===== config.mk =====
export PLATFORM = sky130hd
export DESIGN_NAME = exc_monitor
export DESIGN_NICKNAME = d
export VERILOG_FILES = /design/src/core/exc_monitor_pkg.sv /design/src/core/exc_monitor.sv /design/src/core/arb_pick.sv
export SDC_FILE = /design/constraint.sdc
export NUM_CORES = 1
export LEC_CHECK = 0
export BUFFER_PORTS_ARGS = -buffer_cell sky130_fd_sc_hd__clkbuf_2
export CAP_MARGIN = 20
export CORE_MARGIN = 4
export CORE_UTILIZATION = 50
export CTS_BUF_LIST = sky130_fd_sc_hd__clkbuf_8
export DETAILED_ROUTE_END_ITERATION = 12
export GPL_TIMING_DRIVEN = 0
export PLACE_DENSITY = 0.86
export SETUP_SLACK_MARGIN = 0.4
export SYNTH_ARGS = -nofsm -noshare
export SYNTH_HDL_FRONTEND = slang
export SYNTH_SLANG_ARGS = --single-unit

===== constraint.sdc =====
create_clock -name core_clk -period 11.7 [get_ports core_clk]
set_clock_uncertainty 0.05 [all_clocks]
set_input_delay 0.585 -clock core_clk [delete_from_list [all_inputs] [get_ports core_clk]]
set_output_delay 0.585 -clock core_clk [all_outputs]
set_load 0.01 [all_outputs]

===== src/core/exc_monitor_pkg.sv =====
// Package for the interrupt acknowledge and bus-fault monitor.
// Assumes a single 100 MHz clock and AXI4-Lite register access.
package exc_monitor_pkg;
  // Register byte offsets
  localparam logic [7:0] OFS_CONFIG = 8'h00;
  localparam logic [7:0] OFS_PROTECT = 8'h04;
  localparam logic [7:0] OFS_STATUS = 8'h08;
  localparam logic [7:0] OFS_MASK = 8'h0c;
  localparam logic [7:0] OFS_VECTOR = 8'h10;
  localparam logic [7:0] OFS_STATE = 8'h14;
  // Field positions and sizes
  localparam int NUM_INT = 4;
  localparam int ARB_W = 4;
  localparam int LVL_W = 3;
  localparam int CFG_EXT_ARB_LSB = 0;
  localparam int CFG_PRIO_MASK_LSB = 4;
  localparam int PROT_HME_BIT = 0;
  // Status bit positions
  localparam int ST_SPURIOUS = 0;
  localparam int ST_NO_ARB = 1;
  localparam int ST_NO_TERM = 2;
  localparam int ST_EXT_BUS_ERROR_SIGNAL = 3;
  localparam int ST_DOUBLE = 4;
  localparam int ST_HALT_RESET = 5;
  localparam int ST_W = 6;
  // Reset values
  localparam logic [31:0] RST_CONFIG = 32'h0000_0000;
  localparam logic HME_RESET = 1'b1;
  // Vectors
  localparam logic [7:0] SPURIOUS_VECTOR = 8'd24;
  localparam logic [7:0] AUTOVECTOR_BASE = 8'd24;
  // Bus monitor timeout: 640 ns at 10 ns per cycle
  localparam int BUS_TIMEOUT_NS = 640;
  localparam int CLK_PERIOD_NS = 10;
  localparam int BUS_TIMEOUT_CYC = BUS_TIMEOUT_NS / CLK_PERIOD_NS;
  localparam int TMR_W = 8;
  // Countdown loaded when the halt monitor raises its reset request; the request stays high until reset
  localparam int HALT_RST_CYC = 16;
  // Acknowledge sequencer states
  typedef enum logic [4:0] {
    S_IDLE = 5'b00001,
    S_ARB = 5'b00010,
    S_WAIT = 5'b00100,
    S_DONE = 5'b01000,
    S_HALT = 5'b10000
  } ack_state_t;
endpackage : exc_monitor_pkg


===== src/core/exc_monitor.sv =====
// Interrupt acknowledge arbitration, spurious and bus monitors,
// double bus fault detection, halt output and halt monitor reset.
// Assumes one clock, async active-low reset, AXI4-Lite from software.
// Contract
// - Each source has its own arbitration value; external uses config field; zero never arbitrates.
// - Acknowledge ended by bus error yields spurious vector 24.
// - No source arbitrating in an acknowledge raises internal bus error.
// - Winner not terminating the acknowledge raises bus error via the bus monitor.
// - External bus error during acknowledge makes the interrupt spurious.
// - Requests at or below the priority mask are ignored.
// - Internal requester answers acknowledge with internal data-size acknowledge.
// - Second bus error during bus error processing is a double fault.
// - Bus error before first instruction after reset is a double fault.
// - Bus error during return-from-exception frame reload is a double fault.
// - Double fault drives halt low and stops until reset.
// - Halt with halt monitor enabled generates reset at once.
// - Halt monitor disabled keeps the device halted until external reset.
// - External bus error pulse ends a hung cycle.
//
// Our own choices: the register addresses and the AXI4-Lite slave port.
`timescale 1ns/1ps
`default_nettype none
module exc_monitor (
  // Clock and reset
  input wire logic core_clk,
  input wire logic resetn,
  // AXI4-Lite write address
  input wire logic [7:0] s_axi_awaddr,
  input wire logic s_axi_awvalid,
  output logic s_axi_awready,
  // AXI4-Lite write data
  input wire logic [31:0] s_axi_wdata,
  input wire logic [3:0] s_axi_wstrb,
  input wire logic s_axi_wvalid,
  output logic s_axi_wready,
  // AXI4-Lite write response
  output logic [1:0] s_axi_bresp,
  output logic s_axi_bvalid,
  input wire logic s_axi_bready,
  // AXI4-Lite read address
  input wire logic [7:0] s_axi_araddr,
  input wire logic s_axi_arvalid,
  output logic s_axi_arready,
  // AXI4-Lite read data
  output logic [31:0] s_axi_rdata,
  output logic [1:0] s_axi_rresp,
  output logic s_axi_rvalid,
  input wire logic s_axi_rready,
  // Interrupt sources: source 0 is external, others internal modules
  input wire logic [exc_monitor_pkg::NUM_INT-1:0] intReq,
  input wire logic [exc_monitor_pkg::NUM_INT*exc_monitor_pkg::LVL_W-1:0] intLevel,
  input wire logic [exc_monitor_pkg::NUM_INT*exc_monitor_pkg::ARB_W-1:0] modArb,
  // Acknowledge terminations from sources
  input wire logic dataSizeAck,
  input wire logic autovectorReq,
  input wire logic busErrorIn,
  // Processor status
  input wire logic firstInstrDone,
  input wire logic berrProcessing,
  input wire logic rteFrameLoad,
  // Acknowledge cycle outputs
  output logic ackCycle,
  output logic [exc_monitor_pkg::LVL_W-1:0] ackLevel,
  output logic [1:0] ackWinner,
  output logic vectorValid,
  output logic [7:0] vectorNum,
  // Faults and reset
  output logic busErrorInt,
  output logic haltOut_n,
  output logic haltOutEn,
  output logic resetReq,
  output logic irq
);
  // ----------------------------------------------------------------
  // Registers
  // ----------------------------------------------------------------
  logic [exc_monitor_pkg::ARB_W-1:0] extArb;
  logic [exc_monitor_pkg::LVL_W-1:0] prioMask;
  logic haltMonEn;
  logic [exc_monitor_pkg::ST_W-1:0] status;
  logic [exc_monitor_pkg::ST_W-1:0] mask;
  logic [exc_monitor_pkg::ST_W-1:0] evt;
  exc_monitor_pkg::ack_state_t state;
  logic [exc_monitor_pkg::TMR_W-1:0] timer;
  logic [4:0] rstCnt;
  logic bootPhase;
  logic haltCause;
  logic [7:0] lastVector;

  // ----------------------------------------------------------------
  // Request filtering and arbitration
  // ----------------------------------------------------------------
  logic [exc_monitor_pkg::NUM_INT-1:0] valid;
  logic [exc_monitor_pkg::NUM_INT-1:0] atLevel;
  logic [exc_monitor_pkg::NUM_INT*exc_monitor_pkg::ARB_W-1:0] arbFlat;
  logic [exc_monitor_pkg::LVL_W-1:0] topLevel;
  logic anyValid;
  logic found;
  logic [1:0] winner;

  // Per source: arbitration value and level masking
  genvar g;
  generate
    for (g = 0; g < exc_monitor_pkg::NUM_INT; g++) begin : gSrc
      if (g == 0) begin : gExt
        assign arbFlat[0 +: exc_monitor_pkg::ARB_W] = extArb;
      end else begin : gMod
        assign arbFlat[g*exc_monitor_pkg::ARB_W +: exc_monitor_pkg::ARB_W] =
          modArb[g*exc_monitor_pkg::ARB_W +: exc_monitor_pkg::ARB_W];
      end
      assign valid[g] = intReq[g] &&
        intLevel[g*exc_monitor_pkg::LVL_W +: exc_monitor_pkg::LVL_W] > prioMask;
      assign atLevel[g] = valid[g] &&
        intLevel[g*exc_monitor_pkg::LVL_W +: exc_monitor_pkg::LVL_W] == topLevel;
    end
  endgenerate

  // Highest pending level
  always_comb begin
    topLevel = '0;
    for (int i = 0; i < exc_monitor_pkg::NUM_INT; i++) begin
      if (valid[i] &&
          intLevel[i*exc_monitor_pkg::LVL_W +: exc_monitor_pkg::LVL_W] > topLevel) begin
        topLevel = intLevel[i*exc_monitor_pkg::LVL_W +: exc_monitor_pkg::LVL_W];
      end
    end
  end
  assign anyValid = |valid;

  // Picks the highest arbitration value at the acknowledged level
  arb_pick uPick (
    .cand(atLevel),
    .arbFlat(arbFlat),
    .found(found),
    .winner(winner)
  );

  // ----------------------------------------------------------------
  // Acknowledge sequencer
  // ----------------------------------------------------------------
  logic faultNow;
  logic doubleFault;
  assign faultNow = busErrorIn || busErrorInt;
  assign doubleFault = faultNow && (berrProcessing || !bootPhase || rteFrameLoad);

  // Acknowledge cycle flow with monitors
  always_ff @(posedge core_clk or negedge resetn) begin
    if (!resetn) begin
      state <= exc_monitor_pkg::S_IDLE;
      ackCycle <= 1'b0;
      ackLevel <= '0;
      ackWinner <= 2'd0;
      vectorValid <= 1'b0;
      vectorNum <= 8'h00;
      busErrorInt <= 1'b0;
      timer <= '0;
      evt <= '0;
    end else begin
      evt <= '0;
      vectorValid <= 1'b0;
      busErrorInt <= 1'b0;
      case (state)
        exc_monitor_pkg::S_IDLE: begin
          if (anyValid && bootPhase) begin
            state <= exc_monitor_pkg::S_ARB;
            ackCycle <= 1'b1;
            ackLevel <= topLevel;
          end
        end
        exc_monitor_pkg::S_ARB: begin
          timer <= '0;
          if (busErrorIn) begin
            state <= exc_monitor_pkg::S_DONE;
            vectorValid <= 1'b1;
            vectorNum <= exc_monitor_pkg::SPURIOUS_VECTOR;
            evt[exc_monitor_pkg::ST_EXT_BUS_ERROR_SIGNAL] <= 1'b1;
            evt[exc_monitor_pkg::ST_SPURIOUS] <= 1'b1;
          end else if (!found) begin
            state <= exc_monitor_pkg::S_DONE;
            busErrorInt <= 1'b1;
            vectorValid <= 1'b1;
            vectorNum <= exc_monitor_pkg::SPURIOUS_VECTOR;
            evt[exc_monitor_pkg::ST_NO_ARB] <= 1'b1;
            evt[exc_monitor_pkg::ST_SPURIOUS] <= 1'b1;
          end else begin
            state <= exc_monitor_pkg::S_WAIT;
            ackWinner <= winner;
          end
        end
        exc_monitor_pkg::S_WAIT: begin
          timer <= timer + 1'b1;
          if (busErrorIn) begin
            state <= exc_monitor_pkg::S_DONE;
            vectorValid <= 1'b1;
            vectorNum <= exc_monitor_pkg::SPURIOUS_VECTOR;
            evt[exc_monitor_pkg::ST_EXT_BUS_ERROR_SIGNAL] <= 1'b1;
            evt[exc_monitor_pkg::ST_SPURIOUS] <= 1'b1;
          end else if (dataSizeAck) begin
            state <= exc_monitor_pkg::S_DONE;
            vectorValid <= 1'b1;
            vectorNum <= {4'h4, 2'b00, ackWinner};
          end else if (autovectorReq) begin
            state <= exc_monitor_pkg::S_DONE;
            vectorValid <= 1'b1;
            vectorNum <= exc_monitor_pkg::AUTOVECTOR_BASE + 8'(ackLevel);
          end else if (timer == 8'(exc_monitor_pkg::BUS_TIMEOUT_CYC - 1)) begin
            state <= exc_monitor_pkg::S_DONE;
            busErrorInt <= 1'b1;
            vectorValid <= 1'b1;
            vectorNum <= exc_monitor_pkg::SPURIOUS_VECTOR;
            evt[exc_monitor_pkg::ST_NO_TERM] <= 1'b1;
            evt[exc_monitor_pkg::ST_SPURIOUS] <= 1'b1;
          end
        end
        exc_monitor_pkg::S_DONE: begin
          ackCycle <= 1'b0;
          state <= exc_monitor_pkg::S_IDLE;
        end
        exc_monitor_pkg::S_HALT: begin
          ackCycle <= 1'b0;
        end
        default: begin
          state <= exc_monitor_pkg::S_IDLE;
        end
      endcase
      if (doubleFault) begin
        state <= exc_monitor_pkg::S_HALT;
        evt[exc_monitor_pkg::ST_DOUBLE] <= 1'b1;
      end
      if (state == exc_monitor_pkg::S_HALT) begin
        state <= exc_monitor_pkg::S_HALT;
        vectorValid <= 1'b0;
        busErrorInt <= 1'b0;
      end
    end
  end

  // ----------------------------------------------------------------
  // Boot phase, halt output and halt monitor reset
  // ----------------------------------------------------------------
  // Boot phase ends when the first instruction has executed
  always_ff @(posedge core_clk or negedge resetn) begin
    if (!resetn) begin
      bootPhase <= 1'b0;
    end else if (firstInstrDone) begin
      bootPhase <= 1'b1;
    end
  end

  // Halt line held low from the double fault until reset
  always_ff @(posedge core_clk or negedge resetn) begin
    if (!resetn) begin
      haltOut_n <= 1'b1;
      haltOutEn <= 1'b0;
      haltCause <= 1'b0;
    end else if (doubleFault && state != exc_monitor_pkg::S_HALT) begin
      haltOut_n <= 1'b0;
      haltOutEn <= 1'b1;
      haltCause <= 1'b1;
    end
  end

  // Reset request raised and held until reset when halted with the halt monitor enabled
  always_ff @(posedge core_clk or negedge resetn) begin
    if (!resetn) begin
      resetReq <= 1'b0;
      rstCnt <= '0;
    end else if (haltCause && haltMonEn && !resetReq && rstCnt == '0) begin
      resetReq <= 1'b1;
      rstCnt <= 5'(exc_monitor_pkg::HALT_RST_CYC - 1);
    end else if (rstCnt != '0) begin
      rstCnt <= rstCnt - 1'b1;
    end else begin
      resetReq <= resetReq;
    end
  end

  // ----------------------------------------------------------------
  // Status, mask and interrupt
  // ----------------------------------------------------------------
  logic wrFire;
  logic [7:0] wrAddr;
  logic [31:0] wrData;
  logic awHeld;
  logic wHeld;
  assign wrFire = awHeld && wHeld && !s_axi_bvalid;

  // Sticky status, set wins over write-one-to-clear
  always_ff @(posedge core_clk or negedge resetn) begin
    if (!resetn) begin
      status <= '0;
    end else begin
      for (int i = 0; i < exc_monitor_pkg::ST_W; i++) begin
        if (evt[i] || (i == exc_monitor_pkg::ST_HALT_RESET && resetReq && rstCnt ==
            5'(exc_monitor_pkg::HALT_RST_CYC - 1))) begin
          status[i] <= 1'b1;
        end else if (wrFire && wrAddr == exc_monitor_pkg::OFS_STATUS && wrData[i]) begin
          status[i] <= 1'b0;
        end
      end
    end
  end

  // Level interrupt from unmasked status
  always_ff @(posedge core_clk or negedge resetn) begin
    if (!resetn) begin
      irq <= 1'b0;
    end else begin
      irq <= |(status & mask);
    end
  end

  // Last delivered vector kept for software
  always_ff @(posedge core_clk or negedge resetn) begin
    if (!resetn) begin
      lastVector <= 8'h00;
    end else if (vectorValid) begin
      lastVector <= vectorNum;
    end
  end

  // ----------------------------------------------------------------
  // AXI4-Lite write path
  // ----------------------------------------------------------------
  // Address and data are taken in either order, then answered
  always_ff @(posedge core_clk or negedge resetn) begin
    if (!resetn) begin
      awHeld <= 1'b0;
      wHeld <= 1'b0;
      wrAddr <= 8'h00;
      wrData <= 32'h0000_0000;
      s_axi_awready <= 1'b0;
      s_axi_wready <= 1'b0;
      s_axi_bvalid <= 1'b0;
      s_axi_bresp <= 2'b00;
    end else begin
      s_axi_awready <= !awHeld && !s_axi_awready && s_axi_awvalid;
      s_axi_wready <= !wHeld && !s_axi_wready && s_axi_wvalid;
      if (s_axi_awvalid && s_axi_awready) begin
        awHeld <= 1'b1;
        wrAddr <= s_axi_awaddr;
      end
      if (s_axi_wvalid && s_axi_wready) begin
        wHeld <= 1'b1;
        wrData <= s_axi_wdata;
      end
      if (wrFire) begin
        s_axi_bvalid <= 1'b1;
        s_axi_bresp <= (wrAddr <= exc_monitor_pkg::OFS_STATE && wrAddr[1:0] == 2'b00) ?
          2'b00 : 2'b10;
      end else if (s_axi_bvalid && s_axi_bready) begin
        s_axi_bvalid <= 1'b0;
        awHeld <= 1'b0;
        wHeld <= 1'b0;
      end
    end
  end

  // Writable registers; only strobe bit 0 is checked for these narrow fields
  always_ff @(posedge core_clk or negedge resetn) begin
    if (!resetn) begin
      extArb <= exc_monitor_pkg::RST_CONFIG[exc_monitor_pkg::CFG_EXT_ARB_LSB +: 4];
      prioMask <= exc_monitor_pkg::RST_CONFIG[exc_monitor_pkg::CFG_PRIO_MASK_LSB +: 3];
      haltMonEn <= exc_monitor_pkg::HME_RESET;
      mask <= '0;
    end else if (wrFire && s_axi_wstrb[0]) begin
      case (wrAddr)
        exc_monitor_pkg::OFS_CONFIG: begin
          extArb <= wrData[exc_monitor_pkg::CFG_EXT_ARB_LSB +: 4];
          prioMask <= wrData[exc_monitor_pkg::CFG_PRIO_MASK_LSB +: 3];
        end
        exc_monitor_pkg::OFS_PROTECT: begin
          haltMonEn <= wrData[exc_monitor_pkg::PROT_HME_BIT];
        end
        exc_monitor_pkg::OFS_MASK: begin
          mask <= wrData[exc_monitor_pkg::ST_W-1:0];
        end
        default: begin
          mask <= mask;
        end
      endcase
    end
  end

  // ----------------------------------------------------------------
  // AXI4-Lite read path
  // ----------------------------------------------------------------
  // One read at a time, data registered with the answer
  always_ff @(posedge core_clk or negedge resetn) begin
    if (!resetn) begin
      s_axi_arready <= 1'b0;
      s_axi_rvalid <= 1'b0;
      s_axi_rdata <= 32'h0000_0000;
      s_axi_rresp <= 2'b00;
    end else begin
      s_axi_arready <= s_axi_arvalid && !s_axi_arready && !s_axi_rvalid;
      if (s_axi_arvalid && s_axi_arready) begin
        s_axi_rvalid <= 1'b1;
        s_axi_rresp <= 2'b00;
        case (s_axi_araddr)
          exc_monitor_pkg::OFS_CONFIG: s_axi_rdata <= {25'h0, prioMask, extArb};
          exc_monitor_pkg::OFS_PROTECT: s_axi_rdata <= {31'h0, haltMonEn};
          exc_monitor_pkg::OFS_STATUS: s_axi_rdata <= {26'h0, status};
          exc_monitor_pkg::OFS_MASK: s_axi_rdata <= {26'h0, mask};
          exc_monitor_pkg::OFS_VECTOR: s_axi_rdata <= {24'h0, lastVector};
          exc_monitor_pkg::OFS_STATE: s_axi_rdata <= {24'h0, bootPhase, ackCycle,
            ackWinner, ackLevel, !haltOut_n};
          default: begin
            s_axi_rdata <= 32'h0000_0000;
            s_axi_rresp <= 2'b10;
          end
        endcase
      end else if (s_axi_rvalid && s_axi_rready) begin
        s_axi_rvalid <= 1'b0;
      end
    end
  end
endmodule : exc_monitor
`default_nettype wire


===== src/core/arb_pick.sv =====
// Priority picker for the acknowledge arbitration.
// Assumes requests already filtered by level; combinational only.
`timescale 1ns/1ps
`default_nettype none
module arb_pick (
  // Candidates
  input wire logic [exc_monitor_pkg::NUM_INT-1:0] cand,
  input wire logic [exc_monitor_pkg::NUM_INT*exc_monitor_pkg::ARB_W-1:0] arbFlat,
  // Result
  output logic found,
  output logic [1:0] winner
);
  logic [exc_monitor_pkg::ARB_W-1:0] best;
  // Highest non-zero arbitration value wins
  always_comb begin
    found = 1'b0;
    winner = 2'd0;
    best = '0;
    for (int i = 0; i < exc_monitor_pkg::NUM_INT; i++) begin
      if (cand[i] && arbFlat[i*exc_monitor_pkg::ARB_W +: exc_monitor_pkg::ARB_W] != '0 &&
          arbFlat[i*exc_monitor_pkg::ARB_W +: exc_monitor_pkg::ARB_W] > best) begin
        found = 1'b1;
        winner = i[1:0];
        best = arbFlat[i*exc_monitor_pkg::ARB_W +: exc_monitor_pkg::ARB_W];
      end
    end
  end
endmodule : arb_pick
`default_nettype wire


* Yosys cells after proc, flatten, opt, wreduce, memory -nomap -nowiden
Index checks and enable logic that the tools add are counted.
Storage, ports and cells: register bits after elaboration 130, output and inout bits 61, word-level logic and storage cells 261
Cells by class: add/sub/neg operators 3, magnitude comparators 13, equal/unequal tests 25, mux-type cells 85, bitwise operators 2, reductions and logical operators 95
Operators with widths (count):
- $mux 5 | 10
- $logic_and 1x1->1 | 49
- $mux 1 | 48
- $mux 8 | 6
- $pmux 8 s6 | 1
- $eq 8x4->1 const B | 4
- $pmux 8 s2 | 2
- $reduce_bool 2->1 | 11
- $gt 3x3->1 | 7
- $eq 8x3->1 const B | 2
- $eq 8x5->1 const B | 2
- $logic_not 8->1 | 2
- $mux 4 | 4
- $reduce_bool 4->1 | 4
- $pmux 5 s3 | 1
- $eq 3x3->1 | 4
- $gt 4x4->1 | 3
- $mux 3 | 4
- $reduce_and 2->1 | 6
- $reduce_or 6->1 | 2
- $eq 5x4->1 const B | 2
- $logic_not 1->1 | 10
- $mux 2 | 5
- $ne 5x5->1 const B | 2
- other kinds (25) | 32

* Longest topological paths before layout
depth in word-level cells 32, depth in mapped cells 60, depth with buffers taken out 57

* Hierarchy
A second synthesis with hierarchy kept.
Unflattened totals: cells, all modules 575, area, all modules 5799.3 um^2
By module, submodules not included:
- exc_monitor | instances 1, cells each 516, area an instance 5333.9 um^2
- arb_pick | instances 1, cells each 59, area an instance 465.4 um^2

* Least setup slack after synthesis
Ideal clock, no wire load.
path kind input -> register, start in intLevel[2] (netlist bit), end reg state[3], data arrival time 9.975 ns, required time 11.539 ns, setup slack 1.563 ns, stages 55, buffers on the path 2, path through ha_1 and3_4 a211oi_4 nand2_1 ha_1 nor2b_1 o21a_1 o21a_1 nand2_1 a21oi_1 inv_1 ha_1 and2b_1 nor4_2 a221oi_2 a211oi_2 or3_1 nand2_2 (+19 left out) nand3_1 a21boi_0 ha_1 nor2b_1 o21a_1 o21a_1 o211ai_1 a311o_1 o2bb2ai_1 ha_1 a21oi_1 o22ai_1 o21ai_0 nor2_1 o31ai_1 nand4b_4 nand4_4 a2111oi_2
On the way: cells in the longest elaborated chain, start to end 32, elaborated cells between the ends (all ways) 49, those cells by class order compare: 8; eq/ne: 5; mux: 16; reduce/logical: 20
Ends and longest elaborated chain:
- from (decl) | line exc_monitor.sv:51 | input wire logic [exc_monitor_pkg::NUM_INT*exc_monitor_pkg::LVL_W-1:0] intLevel,
- $gt 3x3->1 | line exc_monitor.sv:112 | intLevel[g*exc_monitor_pkg::LVL_W +: exc_monitor_pkg::LVL_W] > prioMask;
- $logic_and 1x1->1 | line exc_monitor.sv:111 | assign valid[g] = intReq[g] &&
- $logic_and 1x1->1 | line exc_monitor.sv:122 | if (valid[i] &&
- $mux 3 | line exc_monitor.sv:122
- $gt 3x3->1 | line exc_monitor.sv:123 | intLevel[i*exc_monitor_pkg::LVL_W +: exc_monitor_pkg::LVL_W] > topLevel) begin
- $logic_and 1x1->1 | line exc_monitor.sv:122
- $mux 3 | line exc_monitor.sv:122
- $gt 3x3->1 | line exc_monitor.sv:123
- (+16 left out)
- $gt 4x4->1 | line arb_pick.sv:21 | arbFlat[i*exc_monitor_pkg::ARB_W +: exc_monitor_pkg::ARB_W] > best) begin
- $logic_and 1x1->1 | line arb_pick.sv:20 | if (cand[i] && arbFlat[i*exc_monitor_pkg::ARB_W +: exc_monitor_pkg::ARB_W] != '0 &&
- $mux 1 | line arb_pick.sv:20
- $mux 4 | line exc_monitor.sv:178 | end else if (!found) begin
- $mux 5 | line exc_monitor.sv:172 | if (busErrorIn) begin
- $pmux 5 s3 | line exc_monitor.sv:162 | case (state)
- $mux 5 | line exc_monitor.sv:226 | if (doubleFault) begin
- $mux 5 | line exc_monitor.sv:230 | if (state == exc_monitor_pkg::S_HALT) begin
- to (signal assigned) | line exc_monitor.sv:173 | state <= exc_monitor_pkg::S_DONE;
- to (signal assigned) | line exc_monitor.sv:227 | state <= exc_monitor_pkg::S_HALT;
- to (signal assigned) | line exc_monitor.sv:231 | state <= exc_monitor_pkg::S_HALT;
- to (decl) | line exc_monitor.sv:83 | exc_monitor_pkg::ack_state_t state;
Several ways; a longest one is shown, not always the timed one. A chain may end at the register's enable or synchronous reset.

* Worst setup path in the final report
start reg prioMask[2] (netlist bit), end reg state[3]
On the way: cells in the longest elaborated chain, start to end 32, elaborated cells between the ends (all ways) 54, those cells by class order compare: 10; eq/ne: 5; mux: 16; reduce/logical: 23
Ends and longest elaborated chain:
- from (decl) | line exc_monitor.sv:78 | logic [exc_monitor_pkg::LVL_W-1:0] prioMask;
- from (signal assigned) | line exc_monitor.sv:363 | prioMask <= exc_monitor_pkg::RST_CONFIG[exc_monitor_pkg::CFG_PRIO_MASK_LSB +: 3];
- from (signal assigned) | line exc_monitor.sv:370 | prioMask <= wrData[exc_monitor_pkg::CFG_PRIO_MASK_LSB +: 3];
- $gt 3x3->1 | line exc_monitor.sv:112
- $logic_and 1x1->1 | line exc_monitor.sv:111
- $logic_and 1x1->1 | line exc_monitor.sv:122
- $mux 3 | line exc_monitor.sv:122
- $gt 3x3->1 | line exc_monitor.sv:123
- $logic_and 1x1->1 | line exc_monitor.sv:122
- $mux 3 | line exc_monitor.sv:122
- $gt 3x3->1 | line exc_monitor.sv:123
- (+16 left out)
- $gt 4x4->1 | line arb_pick.sv:21
- $logic_and 1x1->1 | line arb_pick.sv:20
- $mux 1 | line arb_pick.sv:20
- $mux 4 | line exc_monitor.sv:178
- $mux 5 | line exc_monitor.sv:172
- $pmux 5 s3 | line exc_monitor.sv:162
- $mux 5 | line exc_monitor.sv:226
- $mux 5 | line exc_monitor.sv:230
Several ways; a longest one is shown, not always the timed one.

==> results.py <==
metrics = {
    "outcome": {
        "outcome": "complete, no violations",
    },
    "logic_synthesis": {
        "ys_warn_count": 0,
        "ys_seq_area_frac": 0.387,
        "netlist_area_sq_mm": 0.00634,
        "synth_seq_cells": 98,
        "synth_ff_type": "dfrtp_1",
        "async_reset_ff_frac": 1.00,
        "synthCells": 666,
        "synthDistinctLibCells": 83,
        "syn_area_per_cell_sq_um": 9.52,
        "synth_edf_count": 0,
    },
    "critical_path": {
        "cp_common_cell": "ha_1",
        "cp_data_required_time_ps": 11920,
        "timing.critical_path.to_type": "register",
        "worst_path_dominant_cell_family": "compound AO/OA/AOI/OAI gates",
        "critPathMaxFanout": 10,
        "critical_path_arrival_ps": 10880,
        "critPathBufInv": 9,
        "cp_slowest_cell": "a311o_2",
        "slowest_delay_ps": 460,
        "start_kind": "register",
        "path_class": "register to register",
    },
    "sta": {
        "max_freq_mhz": 93.8,
        "hold_violations": 0,
        "slew_headroom": 0.317,
        "setup_violations": 0,
        "fin_crit_sh": 0.911,
        "drv_slew": 0,
        "worst_slew_pin_slew_ps": 1020,
        "min_period_ps": 10660,
        "fin_ws_ps": 1040,
        "rsz0062_at_grt": "false",
    },
    "clock_network": {
        "numCtsBuffers": 9,
        "cts_tree": "done",
        "htree_levels": 3,
        "clk_latency_ps": 370,
        "cts-root-buf": "clkbuf_8",
        "cts_buffer_depth": 2,
        "clock-sinks": 98,
        "clk_pin_slew_ps": 90,
    },
    "global_routing": {
        "grt_pass1_wl_um": 26000,
        "overflow": 0,
        "grt_max_degree": 59,
        "antenna_found_initial": 0,
        "grt_use_total": 0.221,
        "grt_pass1_vias": 5255,
    },
    "layout": {
        "design_area_sq_mm": 0.00756,
        "multiInputGateArea_sq_mm": 0.00366,
        "antennaDiodeCount": 0,
        "syn2layout_area_growth_pct": 19.2,
        "final_nets": 945,
        "drive_above_1_share": 0.296,
        "ff_latch_area_sq_mm": 0.00246,
        "fill_cells": 1036,
    },
    "routing": {
        "viasPerCell": 5.70,
        "wl_per_cell_um": 16.3,
        "post-route-drc-count": 0,
        "first_pass_iters": 5,
        "dr_total_vias": 5618,
        "ant_nets": 0,
        "drt_iter0_drc": 385,
        "routed_wl_um": 16100,
    },
    "floorplan": {
        "initial_core_util": 0.519,
        "die_area_sq_mm": 0.0145,
        "io_pins": 158,
        "core-area_sq_mm": 0.0122,
        "rows": 40,
        "die_w_um": 121,
        "die_y_um": 121,
    },
    "placement": {
        "io_buffers": 94,
        "place_congestion": 0.928,
        "placed_cell_area_sq_mm": 0.00715,
        "hpwl_um": 12300,
        "post-place-ws_ps": -342,
    },
    "pwr": {
        "cellLeakagePower_nw": 3.61,
        "cellPowerDensity_mw_per_mm2": 149,
        "vdd_drop_max_uv": 115,
    },
    "flow_run": {
        "cap_violations": 0,
    },
    "worst_hold_path": {
        "hold_path_class": "input port to asynchronous set/reset pin",
    },
}
## cell type report
type,instances,area share
Buffer,50,0.0429
Clock buffer,11,0.0200
Clock inverter,5,0.00645
Inverter,30,0.0149
Multi-Input combinational cell,515,0.484
Sequential cell,98,0.325
Tap cell,168,0.0278
Timing Repair Buffer,109,0.0791
## placed cells by master, fill, tap and decap left out, types with 5 or more instances in the layout
cell type / synthesis / final
nor2b_1: 7 / 7
buf_4: 31 / 45
o211ai_1: 10 / 10
o21a_1: 9 / 8
o22ai_1: 5 / 5
dfrtp_1: 95 / 94
nand3b_1: 6 / 6
mux2_2: 33 / 33
and2_1: 5 / 5
a21boi_0: 7 / 5
nand2_1: 72 / 72
xnor2_1: 9 / 9
o21ai_0: 33 / 32
nand4_1: 8 / 8
clkbuf_8: 0 / 11
clkbuf_2: 0 / 93
ha_1: 35 / 34
a21o_1: 9 / 9
a31oi_1: 5 / 5
a21oi_1: 35 / 34
nand3_1: 26 / 26
mux2i_1: 6 / 6
clkbuf_1: 16 / 15
a22oi_1: 11 / 11
nor2_1: 35 / 32
conb_1: 1 / 28
inv_1: 30 / 30
nor3_1: 19 / 17
a22o_1: 8 / 8
nand2b_1: 7 / 7
## final timing paths
path,slack (ps),depth (start not counted),end,startpoint
max,1040,59,state[3]$_DFFE_PN0P_,prioMask[2]$_DFFE_PN0P_
min,270,1,ackWinner[1]$_DFFE_PN0N_,resetn
max reg2reg,1040,59,state[3]$_DFFE_PN0P_,prioMask[2]$_DFFE_PN0P_
min reg2reg,380,1,status[3]$_DFFE_PN0P_,evt[3]$_DFF_PN0_
max in group asynchronous,10630,2,prioMask[0]$_DFFE_PN0P_,resetn
min in group core_clk,350,2,s_axi_rvalid$_DFFE_PN0P_,s_axi_rready
## cells in the mapped netlist, types with 4 or more instances
master | count | area [sq um]
dfrtp_1 | 95 | 2380
or4_1 | 4 | 30.0
ha_1 | 35 | 438
o21ai_2 | 4 | 35.0
nand3_1 | 26 | 130
a21o_1 | 9 | 67.6
xnor2_1 | 9 | 78.8
inv_1 | 30 | 113
xor2_1 | 4 | 35.0
mux2_2 | 33 | 372
mux2i_1 | 6 | 60.1
and2_1 | 5 | 31.3
a31oi_1 | 5 | 31.3
o21a_1 | 9 | 67.6
a22oi_1 | 11 | 82.6
a21boi_0 | 7 | 52.6
buf_4 | 31 | 233
nand3b_1 | 6 | 45.0
a21oi_1 | 35 | 175
nor2_1 | 35 | 131
o21ai_0 | 33 | 165
o211ai_1 | 10 | 75.1
nor2b_1 | 7 | 43.8
o22ai_1 | 5 | 31.3
nand2_1 | 72 | 270
or3_1 | 4 | 25.0
nand4_1 | 8 | 50.1
nor3_1 | 19 | 95.1
nand2b_1 | 7 | 43.8
a22o_1 | 8 | 70.1
nor3b_1 | 4 | 30.0
clkbuf_1 | 16 | 60.1
## sequential cells by signal (all words and copies together) (netlist names), 2 cells and up
register / flops
ackWinner: 2
mask: 6
rstCnt: 5
s_axi_rdata: 8
evt: 5
state: 5
lastVector: 5
ackLevel: 3
status: 6
wrAddr: 8
vectorNum: 5
timer: 8
wrData: 7
extArb: 4
prioMask: 3
## report_power, final
group / internal, W / leakage, nW / switching [W]
combinational: 0.000187 / 2.24 / 0.000228
clock: 0.000108 / 0.109 / 0.000111
sequential: 0.000413 / 1.25 / 0.0000786
## cells by family after synthesis
family	synth area share
xor+xnor	0.0223
buf+inv	0.0683
fa+ha+maj	0.0691
other cells	0.000591
mux	0.0681
compound gates	0.204
flops	0.387
simple gates	0.180
## what timing repair did
action	in CTS	in global routing
hold buffers	0	0
setup endpoints to repair	13	13
gates resized for setup	9	24
gates cloned	0	0
pin swaps	0	12
buffers inserted	0	13
## routing by layer
metal,vias to the layer above,global-route usage,share of wire
met5,-,0,0
met4,0,0.0814,0.027
met3,39,0.0683,0.098
met2,269,0.334,0.45
met1,2638,0.299,0.42
li1,2672,-,-
## per-stage QoR
step	utilization	TNS, ps	std cells	power (W)	hold WS [ps]
floorplan	-	0	693	0.000749	239
global placement	0.583	-179	955	0.000857	360
detailed placement	0.585	-2660	956	0.000877	361
CTS	0.603	0	972	0.00110	289
global route	0.619	0	986	0.00120	327
finish	0.619	0	986	0.00113	265
Power figures use the tool's default switching activity.
